`config.mk`:
```
export PLATFORM = sky130hd
export DESIGN_NAME = pll_device_flat
export DESIGN_NICKNAME = d
export VERILOG_FILES = /design/src/include/pll_pkg.sv /design/src/include/pll_link_if.sv /design/src/design/pll_device.sv /design/src/flat_wrapper.sv
export SDC_FILE = /design/constraint.sdc
export NUM_CORES = 1
export LEC_CHECK = 0
export BUFFER_PORTS_ARGS = -buffer_cell sky130_fd_sc_hd__buf_2
export CAP_MARGIN = 20
export CORE_MARGIN = 2
export CORE_UTILIZATION = 31
export DETAILED_ROUTE_END_ITERATION = 16
export RECOVER_POWER = 25
export SYNTH_ARGS = -nofsm -noshare
export SYNTH_HDL_FRONTEND = slang
export SYNTH_SLANG_ARGS = --single-unit
```
`constraint.sdc`:
```
create_clock -name pclk -period 10.2 [get_ports pclk]
set_clock_uncertainty 0.2 [all_clocks]
set_input_delay 2.04 -clock pclk [delete_from_list [all_inputs] [get_ports pclk]]
set_output_delay 2.04 -clock pclk [all_outputs]
set_load 0.02 [all_outputs]
```
`src/include/pll_pkg.sv`:
```
package pll_pkg;
   // counter, chain and delay layout
   localparam int CNT_W     = 10;
   localparam int NM_MAX    = 512;
   localparam int POST_MAX  = 1024;
   localparam int N_REG     = 2;
   localparam int N_GLB     = 4;
   localparam int N_EXT     = 4;
   localparam int NPOST     = N_REG + N_GLB + N_EXT;
   localparam int GLB0      = N_REG;
   localparam int EXT0      = N_REG + N_GLB;
   localparam int DLY_W     = 3;
   localparam int DLY_TAPS  = 8;
   localparam int F_CNT     = 0;
   localparam int F_DUTY    = CNT_W;
   localparam int F_DLY     = CNT_W + 1;
   localparam int FIELD_W   = CNT_W + 1 + DLY_W;
   localparam int POS_N     = 0;
   localparam int POS_M     = CNT_W;
   localparam int POS_POST  = 2 * CNT_W;
   localparam int CHAIN_LEN = POS_POST + NPOST * FIELD_W;
   localparam int NWORDS    = (CHAIN_LEN + 31) / 32;
   // timing, pclk at 250 MHz
   localparam int T_CLK_PS   = 4000;
   localparam int RELOCK_US  = 100;
   localparam int RELOCK_DEF = RELOCK_US * 1000000 / T_CLK_PS;
   localparam int RECFG_US   = 20;
   localparam int SHIFT_KHZ  = 22000;
   // half period rounded up so the shift clock never beats 22 MHz
   localparam int SHIFT_HALF =
      (1000000000 / SHIFT_KHZ + 2 * T_CLK_PS - 1) / (2 * T_CLK_PS);
   localparam int RECFG_CYC  = RECFG_US * 1000000 / T_CLK_PS;
   localparam int SENSE_DEF  = 64;
   // register map of the controller
   localparam logic [7:0] OFS_CTRL   = 8'h00;
   localparam logic [7:0] OFS_STATUS = 8'h04;
   localparam logic [7:0] OFS_CHAIN  = 8'h10;
   localparam int C_SWITCH = 0;
   localparam int C_GO     = 1;
   localparam int C_GUARD  = 2;
   localparam int S_BUSY   = 0;
   localparam int S_LOCK   = 1;
   localparam int S_SEL    = 2;
   localparam int S_DONE   = 3;

   // divide value 1..1024, capped at 512 unless half is set; code 0 stands for 1024
   function automatic logic [CNT_W:0] eff_div(logic [CNT_W-1:0] c,
                                              logic half);
      logic [CNT_W:0] v;
      v = (c == '0) ? (CNT_W+1)'(POST_MAX) : {1'b0, c};
      if (!half && v > (CNT_W+1)'(NM_MAX))
         v = (CNT_W+1)'(NM_MAX);
      return v;
   endfunction : eff_div

   // reset image: all dividers 1, 50% duty, no delay
   function automatic logic [CHAIN_LEN-1:0] cfg_reset();
      logic [CHAIN_LEN-1:0] r;
      r = '0;
      r[POS_N] = 1'b1;
      r[POS_M] = 1'b1;
      for (int i = 0; i < NPOST; i++) begin
         r[POS_POST + i*FIELD_W + F_CNT]  = 1'b1;
         r[POS_POST + i*FIELD_W + F_DUTY] = 1'b1;
      end
      return r;
   endfunction : cfg_reset
endpackage : pll_pkg

```
`src/include/pll_link_if.sv`:
```
`timescale 1ns/10ps
interface pll_link_if;
   logic switch_req;
   logic shift_clk;
   logic shift_data;
   logic shift_clr_n;
   logic locked;
   logic ref_sel;
   modport dev (input switch_req, shift_clk, shift_data, shift_clr_n,
                output locked, ref_sel);
   modport ctl (output switch_req, shift_clk, shift_data, shift_clr_n,
                input locked, ref_sel);
endinterface : pll_link_if

```
`src/design/pll_device.sv`:
```
// Added by the designer: the register addresses and the APB slave port.
`timescale 1ns/10ps
// Functional notes
// - one n and one m, each 1..512
// - 2 regional, 4 global, 4 external post-dividers
// - non-50% duty limits divider to 512
// - reference divided by n, loop targets m/n
// - every output has its own post-divider
// - absent primary triggers automatic switch
// - state machine drives reference select
// - manual switch request honoured in SW_PRI and SW_SEC; a request rising during SW_WAIT is ignored
// - far logic switches refs beyond 20%
// - select changes glitch-free, oscillator runs
// - lock regained within 100 us
// - far logic may pair lock with request
// - chain shifted on its own shift clock
// - full chain loaded after last bit
// - asynchronous clear empties shift chain
// - reconfiguration under 20 us at 22 MHz
// - only counters and delays reconfigurable
// - each output has programmable delay
// - bandwidth 200 kHz to 1.5 MHz, fixed
// - first pin primary, second pin secondary
// - external outputs only on larger loops
module pll_device
   import pll_pkg::*;
#(
   parameter int RELOCK_CYC = RELOCK_DEF,
   parameter int SENSE_CYC  = SENSE_DEF,
   parameter bit LARGE_LOOP = 1'b1
) (
   // clock and reset
   input  wire logic             pclk,
   input  wire logic             presetn,
   // link to the controlling logic
   pll_link_if.dev               link,
   // reference pins, first and second of the pair
   input  wire logic             primary_ref_input,
   input  wire logic             secondary_ref_input,
   // loop side
   output logic [NPOST-1:0]      clk_out,
   output logic                  ref_div_pulse,
   output logic [CNT_W-1:0]      fb_mult,
   output logic [CNT_W-1:0]      pre_div
);
   localparam int NS = 5;
   localparam int I_PRI = 0;
   localparam int I_SEC = 1;
   localparam int I_SW  = 2;
   localparam int I_SD  = 3;
   localparam int I_SCK = 4;

   typedef enum {SW_PRI, SW_WAIT, SW_SEC} sw_e;

   logic [NS-1:0]        sy1_q, sy2_q, sy3_q, lvl_q, lvl_p_q;
   logic [NS-1:0]        lvl_d, rise;
   logic [CHAIN_LEN-1:0] chain_q, act_q;
   logic [7:0]           bits_q;
   logic                 load_q;
   sw_e                  sw_q;
   logic                 sel_q, ref_q, want_q;
   logic [15:0]          sense_q;
   logic                 absent;
   logic [31:0]          relock_q;
   logic [CNT_W-1:0]     ndiv_q;
   wire                  chain_rst_n = presetn & link.shift_clr_n;

   // three-stage sampling of every pin from outside pclk except the chain clear
   always_ff @(posedge pclk or negedge presetn) begin
      if (!presetn) begin
         sy1_q   <= '0;
         sy2_q   <= '0;
         sy3_q   <= '0;
         lvl_q   <= '0;
         lvl_p_q <= '0;
      end else begin
         sy1_q   <= {link.shift_clk, link.shift_data, link.switch_req,
                     secondary_ref_input, primary_ref_input};
         sy2_q   <= sy1_q;
         sy3_q   <= sy2_q;
         lvl_q   <= lvl_d;
         lvl_p_q <= lvl_q;
      end
   end

   // a level moves only once stages two and three agree
   always_comb begin
      lvl_d = (sy2_q & ~(sy2_q ^ sy3_q)) | (lvl_q & (sy2_q ^ sy3_q));
      rise  = lvl_q & ~lvl_p_q;
   end

   // serial chain on shift-clock edges; clear acts at once
   always_ff @(posedge pclk or negedge chain_rst_n) begin
      if (!chain_rst_n) begin
         chain_q <= '0;
         bits_q  <= '0;
         load_q  <= 1'b0;
      end else begin
         load_q <= 1'b0;
         if (rise[I_SCK]) begin
            chain_q <= {chain_q[CHAIN_LEN-2:0], lvl_q[I_SD]};
            if (bits_q == 8'(CHAIN_LEN - 1)) begin
               bits_q <= '0;
               load_q <= 1'b1;
            end else begin
               bits_q <= bits_q + 8'h01;
            end
         end
      end
   end

   // active set changes only on the load pulse
   always_ff @(posedge pclk or negedge presetn) begin
      if (!presetn)
         act_q <= cfg_reset();
      else if (load_q)
         act_q <= chain_q;
   end

   // clock sense: primary absent after SENSE_CYC quiet cycles
   always_ff @(posedge pclk or negedge presetn) begin
      if (!presetn)
         sense_q <= '0;
      else if (rise[I_PRI] || lvl_q[I_PRI] != lvl_p_q[I_PRI])
         sense_q <= '0;
      else if (!absent)
         sense_q <= sense_q + 16'h0001;
   end
   assign absent = (sense_q >= 16'(SENSE_CYC));

   // switchover machine; select moves only while the secondary is low and the primary low or absent
   always_ff @(posedge pclk or negedge presetn) begin
      if (!presetn) begin
         sw_q   <= SW_PRI;
         sel_q  <= 1'b0;
         want_q <= 1'b0;
      end else begin
         unique case (sw_q)
            SW_PRI, SW_SEC: begin
               if (rise[I_SW]) begin
                  want_q <= ~sel_q;
                  sw_q   <= SW_WAIT;
               end else if (sw_q == SW_PRI && absent) begin
                  want_q <= 1'b1;
                  sw_q   <= SW_WAIT;
               end
            end
            SW_WAIT: begin
               // an absent primary may idle high, so count it as low
               if ((!lvl_q[I_PRI] || absent) && !lvl_q[I_SEC]) begin
                  sel_q <= want_q;
                  sw_q  <= want_q ? SW_SEC : SW_PRI;
               end
            end
         endcase
      end
   end

   // selected reference and n divider on its rising edges
   always_ff @(posedge pclk or negedge presetn) begin
      if (!presetn) begin
         ref_q         <= 1'b0;
         ndiv_q        <= '0;
         ref_div_pulse <= 1'b0;
      end else begin
         ref_q         <= sel_q ? lvl_q[I_SEC] : lvl_q[I_PRI];
         ref_div_pulse <= 1'b0;
         if ((sel_q ? lvl_q[I_SEC] : lvl_q[I_PRI]) && !ref_q) begin
            if ({1'b0, ndiv_q} + 11'h001 >=
                eff_div(act_q[POS_N +: CNT_W], 1'b0)) begin
               ndiv_q        <= '0;
               ref_div_pulse <= 1'b1;
            end else begin
               ndiv_q <= ndiv_q + 10'h001;
            end
         end
      end
   end

   // lock model: lost on switch or load, back after RELOCK_CYC
   always_ff @(posedge pclk or negedge presetn) begin
      if (!presetn)
         relock_q <= '0;
      else if (load_q || sw_q == SW_WAIT)
         relock_q <= '0;
      else if (relock_q < 32'(RELOCK_CYC))
         relock_q <= relock_q + 32'h1;
   end

   assign link.locked  = (relock_q >= 32'(RELOCK_CYC));
   assign link.ref_sel = sel_q;
   assign fb_mult      = act_q[POS_M +: CNT_W];
   assign pre_div      = act_q[POS_N +: CNT_W];

   // one post-divider and delay line per output, loop as oscillator
   for (genvar i = 0; i < NPOST; i++) begin : g_post
      localparam int B = POS_POST + i * FIELD_W;
      logic [CNT_W:0]    cnt_q, div;
      logic [DLY_TAPS-1:0] hist_q;
      logic              duty, raw;
      assign duty = act_q[B + F_DUTY];
      assign div  = eff_div(act_q[B + F_CNT +: CNT_W], duty);
      // 50% holds high for the lower half, otherwise one cycle
      assign raw  = duty ? (cnt_q < ((div + 11'h001) >> 1))
                         : (cnt_q == '0);
      always_ff @(posedge pclk or negedge presetn) begin
         if (!presetn) begin
            cnt_q      <= '0;
            hist_q     <= '0;
            clk_out[i] <= 1'b0;
         end else begin
            cnt_q  <= (cnt_q + 11'h001 >= div) ? '0 : cnt_q + 11'h001;
            hist_q <= {hist_q[DLY_TAPS-2:0], raw};
            if (!LARGE_LOOP && i >= EXT0)
               clk_out[i] <= 1'b0;
            else
               clk_out[i] <= hist_q[act_q[B + F_DLY +: DLY_W]];
         end
      end
   end
endmodule : pll_device

```
`src/flat_wrapper.sv`:
```
// flat-port wrapper written by rule: the top's interface ports become plain ports
module pll_device_flat import pll_pkg::*;
#(
   parameter int RELOCK_CYC = RELOCK_DEF,
   parameter int SENSE_CYC  = SENSE_DEF,
   parameter bit LARGE_LOOP = 1'b1
)
  (pclk, presetn, primary_ref_input, secondary_ref_input, clk_out, ref_div_pulse, fb_mult, pre_div, link_switch_req, link_shift_clk, link_shift_data, link_shift_clr_n, link_locked, link_ref_sel);
  pll_link_if link_i ();
  input  wire logic pclk;
  input  wire logic presetn;
  input  wire logic primary_ref_input;
  input  wire logic secondary_ref_input;
  output logic [NPOST-1:0] clk_out;
  output logic ref_div_pulse;
  output logic [CNT_W-1:0] fb_mult;
  output logic [CNT_W-1:0] pre_div;
  input wire logic [$bits(link_i.switch_req)-1:0] link_switch_req;
  input wire logic [$bits(link_i.shift_clk)-1:0] link_shift_clk;
  input wire logic [$bits(link_i.shift_data)-1:0] link_shift_data;
  input wire logic [$bits(link_i.shift_clr_n)-1:0] link_shift_clr_n;
  output wire logic [$bits(link_i.locked)-1:0] link_locked;
  output wire logic [$bits(link_i.ref_sel)-1:0] link_ref_sel;
  assign link_i.switch_req = link_switch_req;
  assign link_i.shift_clk = link_shift_clk;
  assign link_i.shift_data = link_shift_data;
  assign link_i.shift_clr_n = link_shift_clr_n;
  assign link_locked = link_i.locked;
  assign link_ref_sel = link_i.ref_sel;
  pll_device #(.RELOCK_CYC(RELOCK_CYC), .SENSE_CYC(SENSE_CYC), .LARGE_LOOP(LARGE_LOOP)) u_core (.pclk(pclk), .presetn(presetn), .link(link_i), .primary_ref_input(primary_ref_input), .secondary_ref_input(secondary_ref_input), .clk_out(clk_out), .ref_div_pulse(ref_div_pulse), .fb_mult(fb_mult), .pre_div(pre_div));
endmodule
```
After elaboration in Yosys (flattened, before gate mapping)
Cells that the tools add are included.
{"block": "totals", "regBits": 648, "latchBits": 0, "mem_bits_rw": 0, "rom_bits": 0, "input_bits": 8, "output_inout_bits": 33, "elab_cells": 273, "n_memories": 0}
{"block": "op_classes", "n_addsub": 25, "n_mul": 0, "div_mod_pow": 0, "magnitude_cmp": 45, "n_eq_ne": 8, "shift": 0, "muxes": 81, "bitwise": 9, "reduce_logical": 58}
{"cell": "2-to-1 mux 11 bit", "n": 33}
{"cell": "adder 11 x 1 -> 11 bit (second input constant)", "n": 20}
{"cell": "2-to-1 mux 32 bit", "n": 5}
{"cell": ">= comparator 11 bit", "n": 11}
{"cell": "> comparator 11 x 10 -> 1 bit (second input constant)", "n": 11}
{"cell": "zero test 10 bit", "n": 11}
{"cell": "zero test 11 bit", "n": 10}
{"cell": "less-than comparator 11 x 10 -> 1 bit", "n": 10}
{"cell": "== test 32 x 2 -> 1 bit (second input constant)", "n": 2}
{"cell": "zero test 32 bit", "n": 2}
{"cell": "one-hot mux 32 bit (2 select lines)", "n": 1}
{"cell": "less-than comparator 3 x 4 -> 1 bit (second input constant)", "n": 10}
{"cell": "adder 32 x 1 -> 32 bit (second input constant)", "n": 1}
{"cell": "== test 32 x 1 -> 1 bit (second input constant)", "n": 1}
{"cell": ">= comparator 32 x 15 -> 1 bit (second input constant)", "n": 1}
{"cell": "less-than comparator 32 x 15 -> 1 bit (second input constant)", "n": 1}
{"cell": "2-to-1 mux 16 bit", "n": 2}
{"cell": "binary-select mux 1 bit (select 3 bit)", "n": 10}
{"cell": "2-to-1 mux 1 bit", "n": 27}
{"cell": "adder 16 x 1 -> 16 bit (second input constant)", "n": 1}
{"cell": ">= comparator 16 x 7 -> 1 bit (second input constant)", "n": 1}
{"cell": "bitwise AND 5 bit", "n": 3}
{"cell": "logical AND 1 bit", "n": 13}
{"cell": "zero test 1 bit", "n": 13}
{"cell": "20 further kinds", "n": 26}

Longest topological paths before layout
Gate-level depths: netlist (run 1).
{"block": "depth", "word_depth": 8, "ltp_mapped": 19}

Least setup slack after synthesis (run 1)
Ideal clock, no wire load.
{"block": "synth_path", "path_type": "register to output", "startpoint": "register u_core.relock_q[12]", "endpoint": "output link_locked", "arrival_time_ns": 1.421, "slack_ns": 6.539, "path_stages_with_launch": 6, "path_cell_list": "dfrtp_1 > nor4_1 > o211ai_1 > nor3_2 > buf_2 > inv_1"}
{"block": "synth_between", "elab_chain_len": 1}
{"element": "start, declared", "line": "pll_device.sv:64", "text": "logic [31:0] relock_q;"}
{"element": "start signal, assigned", "line": "pll_device.sv:187", "text": "relock_q <= relock_q + 32'h1;"}
{"element": ">= comparator 32 x 15 -> 1 bit", "line": "pll_device.sv:190", "text": "assign link.locked = (relock_q >= 32'(RELOCK_CYC));"}
{"element": "end, declared", "line": "flat_wrapper.sv:22", "text": "output wire logic [$bits(link_i.locked)-1:0] link_locked;"}
No other way between the ends.

==> flow_summary.toml, run 1 <==
[status]
run_status = "finished with violations"
failed_checks = "capacitance limit, slew limit"

[detailed_routing]
highest_layer = "met5"
totalWireLength_um = 58000
detailroute.wirelength.met2_um = 26800
detailroute.via_count = 19600
antenna_violating_nets_remaining = 0
met1Wirelength_um = 28100
met3WireLength_um = 2020
drc_errors = 0
average_vias_per_placed_instance = 4.75
drt-wirelength-per-cell_um = 14.0
drtPass1Iterations = 5
drt_iter0_markers = 837

[timing]
setup_viol = 0
finalHoldViolCount = 0
worst_hold_slack_ps = 148
setup_repair_after_global_routing_missed_its_margin = "no"
worst_tran_pin_value_ps = 2850
setup_ws_final_ps = 4200
fmax_ghz = 0.167
fin_crit_sh_pct = 58.8
final.min_clock_period_ps = 6000
report.final.slew_viol_count = 218
slew_headroom_pct = -89.7
timing.setup.tns_ps = 0

[worst_setup_path]
critical_path_peak_fanout = 71
worst_setup_path_end_kind = "asynchronous set/reset pin"
criticalPathCategory = "input pin to asynchronous set/reset pin"
critPathLaunchType = "input pin"
worstPathCellList = "clkbuf_1 -> and2_4 -> buf_4 -> buf_4"
cp_slowest_stage_delay_ps = 1940
critPathMostFrequentCell = "sky130_fd_sc_hd__buf_4"
worstPathBufferInverterCount = 3
worstPathArrival_ps = 6400
critical-path-slowest-cell = "sky130_fd_sc_hd__clkbuf_1"
data_required_time_at_the_worst_endpoint_ps = 10600
path_delay_family = "buffers and inverters"

[floorplanning]
core_area_um2 = 100000
core.rowCount = 116
design.die.area_um2 = 104000
die_h_um = 322
die_width_um = 322
number_of_i_o_pins = 41
initial_utilization_pct = 31.3

[yosys]
synthMuxAreaShare_pct = 12.9
synth_cell_type_count = 63
yosysSeqAreaShare_pct = 49.2
largest_family_of_logic_cells_by_synthesized_area = "simple AND/OR/NAND/NOR gates"
syn_inst = 2748
synthesized_cell_area_um2 = 31400
postSynth.asyncResetShare_pct = 100
synth_fa_ha_area_share_pct = 10.0
synth_simple_gate_area_share_pct = 13.4
area_fraction_in_compound_gates_after_synthesis_pct = 6.10
yosys_register_bits = 616
synth_xor_xnor_area_share_pct = 5.47
yosys_warnings = 0
synth_edf_count = 0
synth_fp_nets = 3003
postSynthAreaPerCell_um2 = 11.4
dominantRegCellSynth = "sky130_fd_sc_hd__dfrtp_1"

[grt]
first_global_vias = 20000
grt_start_max_net_pins = 87
gr-total-overflow = 0
grt_antenna_before_repair = 3
first_pass_grt_wire_length_um = 101000
grt.total_usage_pct = 11.5

[finish]
syn2layout_area_growth_pct = 12.2
final_net_count = 3036
filler_cells_inserted = 9837
antenna-diode-count = 0
post-route-cell-area_um2 = 35200
drive_above_1_share_pct = 18.7
final_util_pct = 35.2

[cts]
clk_latency_ps = 610
clock_tree.root_cell = "sky130_fd_sc_hd__clkbuf_16"
clock_tree.htree_level_count = 3
clock-sinks = 616
clock_slew_seen_by_the_registers_of_the_worst_setup_and_hold_paths_ps = 60
tritoncts.num_buffers = 69
clk_path_buf_depth = 3
ctsResizeCount = 0
post_cts_buffers = 0
cts-hold-fix-buffers = 0
tritoncts = "done"

[pwr]
power.density_nw_per_um2 = 154
leakage_power_nw = 16.3
irDropWorstVdd_mv = 0.117

[run]
max_cap_violations = 5

[placed_design]
gpl.final_weighted_congestion = 0.804
postPlaceCellArea_um2 = 32900
buffer_ports.inserted = 40
place_ws_ps = 5190
detailed_place_hpwl_um = 40400

[hold_path]
min-delay-path-class = "register to register"
[Yosys cell counts (7+ instances only)]
| master | count | area (um2) |
|---|---|---|
| sky130_fd_sc_hd__dfstp_2 | 22 | 578 |
| sky130_fd_sc_hd__nor3_1 | 45 | 225 |
| sky130_fd_sc_hd__mux2_2 | 317 | 3570 |
| sky130_fd_sc_hd__nor4_1 | 30 | 188 |
| sky130_fd_sc_hd__a21o_1 | 23 | 173 |
| sky130_fd_sc_hd__o21ai_0 | 96 | 480 |
| sky130_fd_sc_hd__and4_1 | 11 | 96.3 |
| sky130_fd_sc_hd__buf_4 | 20 | 150 |
| sky130_fd_sc_hd__ha_1 | 247 | 3090 |
| sky130_fd_sc_hd__a2111oi_0 | 30 | 263 |
| sky130_fd_sc_hd__o22a_1 | 10 | 87.6 |
| sky130_fd_sc_hd__nand4b_1 | 10 | 87.6 |
| sky130_fd_sc_hd__or3_1 | 7 | 43.8 |
| sky130_fd_sc_hd__o2111ai_1 | 16 | 140 |
| sky130_fd_sc_hd__clkbuf_1 | 68 | 255 |
| sky130_fd_sc_hd__mux4_2 | 20 | 450 |
| sky130_fd_sc_hd__dfrtp_1 | 594 | 14900 |
| sky130_fd_sc_hd__xor2_1 | 78 | 683 |
| sky130_fd_sc_hd__nor2b_1 | 82 | 513 |
| sky130_fd_sc_hd__xnor2_1 | 118 | 1030 |
| sky130_fd_sc_hd__and2_1 | 42 | 263 |
| sky130_fd_sc_hd__nand2b_1 | 43 | 269 |
| sky130_fd_sc_hd__inv_1 | 126 | 473 |
| sky130_fd_sc_hd__nand2_1 | 202 | 758 |
| sky130_fd_sc_hd__o211ai_1 | 12 | 90.1 |
| sky130_fd_sc_hd__nand4_1 | 45 | 282 |
| sky130_fd_sc_hd__nor2_1 | 163 | 612 |
| sky130_fd_sc_hd__a31oi_1 | 10 | 62.6 |
| sky130_fd_sc_hd__and3_1 | 25 | 156 |
| sky130_fd_sc_hd__a21oi_1 | 45 | 225 |
| sky130_fd_sc_hd__nand3_1 | 110 | 551 |
[final timing paths]
check	start	endpoint	slack, ps	cells past startpoint
min in group asynchronous	link_shift_clr_n	u_core.bits_q[2]	1580	2
setup reg to reg	register	u_core.chain_q[64]	4740	4
hold reg to reg	u_core.sy1_q[0]	u_core.sy2_q[0]	150	0
hold / removal	u_core.sy1_q[0]	u_core.sy2_q[0]	150	0
setup / recovery	presetn	u_core.chain_q[70]	4200	4
max in group pclk	register	u_core.chain_q[64]	4740	4
[kinds of logic (layout without fill, tap and decap cells)]
logic type / count (synthesis) / count (layout)
AO/OA/AOI/OAI: 290 / 290
flip-flops: 616 / 616
AND/OR/NAND/NOR: 830 / 830
multiplexers: 340 / 340
buffers and inverters: 223 / 311
XOR/XNOR: 196 / 196
other: 1 / 1
adder cells (fa/ha/maj): 252 / 252
[power breakdown]
part	switching (mW)	leakage, nW	internal, mW
clock	1.00	1.15	1.52
combinational	0.183	6.92	0.122
sequential	0.0760	8.25	2.52
[routing by layer]
layer | GRT usage, % | up-vias
met1 | 15.8 | 9606
met2 | 18.8 | 183
met4 | 3.39 | 2
met3 | 1.95 | 74
met5 | 0 | -
li1 | - | 9758
[sequential cells by signal (all words and copies together) (netlist names), 8 cells and up, named ones only]
register and count:
u_core.bits_q 8, u_core.clk_out 10, u_core.relock_q 32, u_core.chain_q 160
u_core.sense_q 16, u_core.g_post.hist_q 80, u_core.act_q 160, u_core.ndiv_q 10
u_core.g_post.cnt_q 110
[cell type report]
| cell class | instances | area [um2] | area share (%) |
|---|---|---|---|
| multi-input combinational | 1909 | 15000 | 42.6 |
| sequential | 616 | 15400 | 43.9 |
| clock inverter | 27 | 343 | 0.974 |
| tap | 1298 | 1620 | 4.61 |
| timing repair buffer | 59 | 330 | 0.938 |
| clock buffer | 99 | 1990 | 5.65 |
| inverter | 126 | 473 | 1.34 |
[placed cells by master, fill, tap and decap left out, drive strengths merged, types with 97 or more instances in the layout]
cell and count:
clkbuf 105, dfrtp 594, nand2 203, nor2 163, mux2 317, xnor2 118
nand3 110, ha 247, o21ai 97, inv 130
[metrics by stage]
step / instances / power, mW
finish: 4134 / 5.43
global route: 4134 / 5.69
CTS: 4134 / 5.53
detailed placement: 4008 / 2.96
global placement: 4008 / 2.95
floorplan: 2748 / 2.84
No activity file was read; power rests on OpenSTA's default activity.
==> inputs of run 2 (changes only) <==
==> constraint.sdc (replaced) <==
create_clock -name pclk -period 5.45 [get_ports pclk]
set_clock_uncertainty 0.2 [all_clocks]
set_input_delay 1.09 -clock pclk [delete_from_list [all_inputs] [get_ports pclk]]
set_output_delay 1.09 -clock pclk [all_outputs]
set_load 0.02 [all_outputs]
==> run 2 against run 1 <==
Effect of this change: the flow still finishes with violations (capacitance limit, slew limit); combinational power rose by 89%; highest routed layer unchanged; flip-flop and latch count did not move; setup slack got worse by 3000 ps; critical endpoint is now u_core.bits_q[0]; via count barely moved; worst hold slack got worse by 0.92 ps.
==> flow_summary.toml, run 2 (synthesis gave the netlist of run 1 again) <==
[status]
run_status = "finished with violations"
failed_checks = "capacitance limit, slew limit"

[cts]
ctsResizeCount = 0
clock_tree.htree_level_count = 3
cts-hold-fix-buffers = 0
post_cts_buffers = 0
clk_latency_ps = 600
clk_path_buf_depth = 3
clock_tree.root_cell = "sky130_fd_sc_hd__clkbuf_16"
tritoncts = "done"
clock-sinks = 616
clock_slew_seen_by_the_registers_of_the_worst_setup_and_hold_paths_ps = 60
tritoncts.num_buffers = 70

[worst_setup_path]
data_required_time_at_the_worst_endpoint_ps = 5700
critical_path_peak_fanout = 50
worstPathArrival_ps = 4540
worst_setup_path_end_kind = "register"
criticalPathCategory = "register to register"
critPathLaunchType = "register"

[finish]
post_layout_nonfiller_instances = 4132
filler_cells_inserted = 9836
syn2layout_area_growth_pct = 12.7
antenna-diode-count = 0
most-common-layout-cells = "594 x sky130_fd_sc_hd__dfrtp_1, 313 x sky130_fd_sc_hd__mux2_2, 247 x sky130_fd_sc_hd__ha_1"
drive_above_1_share_pct = 18.8
largest_registers = "u_core.act_q: 160 flops, u_core.chain_q: 160 flops, u_core.g_post.cnt_q: 110 flops"
mostFrequentLayoutCell = "sky130_fd_sc_hd__dfrtp_1"
final_net_count = 3033

[timing]
setup_repair_after_global_routing_missed_its_margin = "no"
final.min_clock_period_ps = 4290
fmax_ghz = 0.233
slew_headroom_pct = -93.4
finalHoldViolCount = 0
worst_hold_slack_ps = 147
setup_viol = 0
worst_tran_pin_value_ps = 2900
setup_ws_final_ps = 1160
fin_crit_sh_pct = 78.8
report.final.slew_viol_count = 190
timing.setup.tns_ps = 0

[pwr]
leakage_power_nw = 16.4
power_total_mw = 10.3
irDropWorstVdd_mv = 0.215
comb_power_share_pct = 5.6
power.share.clock_pct = 47.4
switching_share_pct = 23.1
p_seq_share_pct = 47.0
power_switching_mw = 2.39
power.density_nw_per_um2 = 293
power.internal_mw = 7.96

[detailed_routing]
drtPass1Iterations = 5
drt-wirelength-per-cell_um = 13.9
detailroute.via_count = 19600
antenna_violating_nets_remaining = 0
drc_errors = 0
totalWireLength_um = 57300
drt_iter0_markers = 908
average_vias_per_placed_instance = 4.75

[placed_design]
place_ws_ps = 1450
buffer_ports.inserted = 40
detailed_place_hpwl_um = 39200
place.detailed.instances = 4003
gpl.final_weighted_congestion = 0.827

[grt]
first_global_vias = 19900
grt.total_usage_pct = 11.4
first_pass_grt_wire_length_um = 100000
gr-total-overflow = 0
grt_start_max_net_pins = 160
grt_antenna_before_repair = 2

[floorplanning]
initial_utilization_pct = 31.3
die_width_um = 322
core.rowCount = 116
number_of_i_o_pins = 41
core_area_um2 = 100000
die_h_um = 322
design.die.area_um2 = 104000

[hold_path]
min-delay-path-class = "register to register"

[run]
max_cap_violations = 4
-- run 2: path summary, 6_finish.rpt --
check | startpoint | slack, ps | cells past startpoint | to
max | register | 1160 | 6 | u_core.bits_q[0]
min | u_core.sy1_q[0] | 150 | 0 | u_core.sy2_q[0]
max reg2reg | register | 1160 | 6 | u_core.bits_q[0]
min reg2reg | u_core.sy1_q[0] | 150 | 0 | u_core.sy2_q[0]
max in group asynchronous | presetn | 2040 | 2 | u_core.lvl_p_q[4]
min in group asynchronous | presetn | 280 | 1 | u_core.ndiv_q[2]
-- run 2: area by class of cell --
type	count	area, um2	area share [%]
well taps	1298	1620	4.59
clock inverters	28	380	1.08
repair buffers	55	369	1.04
multi-input cells	1909	15000	42.5
clock buffers	100	2050	5.79
flip-flops and latches	616	15400	43.7
inverters	126	473	1.34
-- run 2: stage by stage --
stage               utilization (%)  cell area [um2]
floorplan                         -            31400
global placement               32.9            33000
detailed placement             32.9            33000
CTS                            35.3            35400
global route                   35.3            35400
finish                         35.3            35400
-- run 2: power groups by stage --
stage	Clock, mW	Sequential [mW]	Combinational, mW
final	4.90	4.86	0.577
after global routing	5.26	4.89	0.673
after CTS	5.08	4.86	0.597
after detailed placement	0	4.95	0.594
after floorplan	0	4.89	0.419
after global placement	0	4.94	0.583
-- run 2: critical path, cell delays in order (launching register included) --
cell                       delay [ps]
sky130_fd_sc_hd__dfrtp_1          370
sky130_fd_sc_hd__nor2b_1          140
sky130_fd_sc_hd__clkbuf_1        2040
sky130_fd_sc_hd__and4_1           490
sky130_fd_sc_hd__nand2_1          100
sky130_fd_sc_hd__nor4b_1          630
sky130_fd_sc_hd__nor2_1           130
-- run 2: routing by layer --
| layer | GRT usage (%) | vias to the layer above | wire [um] |
|---|---|---|---|
| met4 | 3.18 | 2 | 1280 |
| met3 | 2.33 | 90 | 1960 |
| met5 | 0 | - | 12 |
| met1 | 16.1 | 9592 | 28900 |
| li1 | - | 9765 | - |
| met2 | 17.6 | 186 | 25200 |
==> inputs of run 3 (changes only) <==
==> constraint.sdc (replaced) <==
create_clock -name pclk -period 4.3 [get_ports pclk]
set_clock_uncertainty 0.2 [all_clocks]
set_input_delay 0.86 -clock pclk [delete_from_list [all_inputs] [get_ports pclk]]
set_output_delay 0.86 -clock pclk [all_outputs]
set_load 0.02 [all_outputs]
==> run 3 against run 2 <==
Effect of this change: the run still ends with capacitance limit, slew limit left; wire length grew 2.1%; power grew 27%; highest routed layer is now met4; via count grew 0.58%; non-clock buffer count grew 17; sequential power grew 27%; combinational power grew 28%.
==> flow_summary.toml, run 3 (synthesis gave the netlist of run 1 again) <==
[detailed_routing]
totalWireLength_um = 58500
drt_iter0_markers = 1043
average_vias_per_placed_instance = 4.76
detailroute.via_count = 19700
antenna_violating_nets_remaining = 0
drt-wirelength-per-cell_um = 14.1
drc_errors = 0
drtPass1Iterations = 5

[floorplanning]
initial_utilization_pct = 31.3
die_h_um = 322
die_width_um = 322
design.die.area_um2 = 104000
core.rowCount = 116
number_of_i_o_pins = 41
core_area_um2 = 100000

[finish]
largest_registers = "u_core.act_q: 160 flops, u_core.chain_q: 160 flops, u_core.g_post.cnt_q: 110 flops"
most-common-layout-cells = "594 x sky130_fd_sc_hd__dfrtp_1, 312 x sky130_fd_sc_hd__mux2_2, 247 x sky130_fd_sc_hd__ha_1"
filler_cells_inserted = 9899
final_net_count = 3050
syn2layout_area_growth_pct = 13.2
antenna-diode-count = 0
drive_above_1_share_pct = 19.3
final_util_pct = 35.5
mostFrequentLayoutCell = "sky130_fd_sc_hd__dfrtp_1"

[worst_setup_path]
critical_path_peak_fanout = 91
worst_setup_path_end_kind = "register"
worstPathBufferInverterCount = 1
critPathLaunchType = "register"
critical-path-slowest-cell = "sky130_fd_sc_hd__clkbuf_2"
path_delay_family = "buffers and inverters"
worstPathCellList = "clkbuf_2 -> mux2_2"
criticalPathCategory = "register to register"
cp_slowest_stage_delay_ps = 1630
data_required_time_at_the_worst_endpoint_ps = 4590
worstPathArrival_ps = 4090

[timing]
finalHoldViolCount = 0
worst_hold_slack_ps = 143
fin_crit_sh_pct = 88.5
setup_viol = 0
final.min_clock_period_ps = 3810
fmax_ghz = 0.263
setup_repair_after_global_routing_missed_its_margin = "no"
report.final.slew_viol_count = 155
slew_headroom_pct = -39.6
setup_ws_final_ps = 493
worst_tran_pin_value_ps = 2090
timing.setup.tns_ps = 0

[grt]
grt.total_usage_pct = 11.6
first_pass_grt_wire_length_um = 102000
first_global_vias = 20400
grt_start_max_net_pins = 166
gr-total-overflow = 0
grt_antenna_before_repair = 0

[cts]
clock-sinks = 616
clock_tree.htree_level_count = 3
post_cts_buffers = 0
clk_path_buf_depth = 3
clk_latency_ps = 630
clock_slew_seen_by_the_registers_of_the_worst_setup_and_hold_paths_ps = 60
clock_tree.root_cell = "sky130_fd_sc_hd__clkbuf_16"
cts-hold-fix-buffers = 1
ctsResizeCount = 0
tritoncts = "done"
tritoncts.num_buffers = 70

[hold_path]
min-delay-path-class = "register to register"

[status]
failed_checks = "capacitance limit, slew limit"
run_status = "finished with violations"

[run]
max_cap_violations = 2

[placed_design]
gpl.final_weighted_congestion = 0.811
place_ws_ps = 503
detailed_place_hpwl_um = 40300
buffer_ports.inserted = 40

[pwr]
power_total_mw = 13.1
leakage_power_nw = 16.5
irDropWorstVdd_mv = 0.252
power.density_nw_per_um2 = 370
-- run 3: changes by cell type in the layout (fill, tap and decap cells not counted), sizes merged --
| cell | change |
|---|---|
| bufinv | -1 |
| clkinv | +3 |
| clkbuf | -1 |
| inv | -2 |
| clkinvlp | +6 |
| buf | +11 |
| dlygate4sd3 | +1 |
-- run 3: final timing paths --
kind	startpoint	endpoint	slack, ps	cells past startpoint
max	u_core.load_q	u_core.act_q[11]	490	2
min	u_core.sy1_q[0]	u_core.sy2_q[0]	140	0
max reg2reg	u_core.load_q	u_core.act_q[11]	490	2
min reg2reg	u_core.sy1_q[0]	u_core.sy2_q[0]	140	0
max in group asynchronous	presetn	u_core.act_q[119]	720	3
min in group asynchronous	link_shift_clr_n	u_core.chain_q[48]	250	2
-- run 3: power by group --
part / switching [mW] / leakage (nW) / internal, mW / total, mW
logic: 0.444 / 7.02 / 0.295 / 0.739
registers: 0.185 / 8.25 / 5.98 / 6.17
clock network: 2.52 / 1.18 / 3.72 / 6.24
total: 3.15 / 16.5 / 10.0 / 13.1
-- run 3: stage by stage --
stage / instances / cell area, um2
2_1_floorplan: 2748 / 31400
3_3_place_gp: 4018 / 33100
3_5_place_dp: 4019 / 33100
4_1_cts: 4148 / 35600
5_1_grt: 4149 / 35500
6_report: 4149 / 35500
-- run 3: layer usage --
layer	GRT usage [%]	vias up	part of all wire, %
met1	16.4	9684	50
met3	2.10	89	2.8
met5	0	-	0
met4	3.50	0	2.4
met2	18.2	163	44
li1	-	9813	-
-- run 3: layout make-up --
type	instances	area, um2	area share (%)
Clock inverter	34	492	1.38
Tap cell	1298	1620	4.57
Inverter	126	473	1.33
Timing Repair Buffer	72	484	1.36
Sequential cell	616	15400	43.5
Multi-Input combinational cell	1909	15000	42.3
Clock buffer	94	1980	5.58
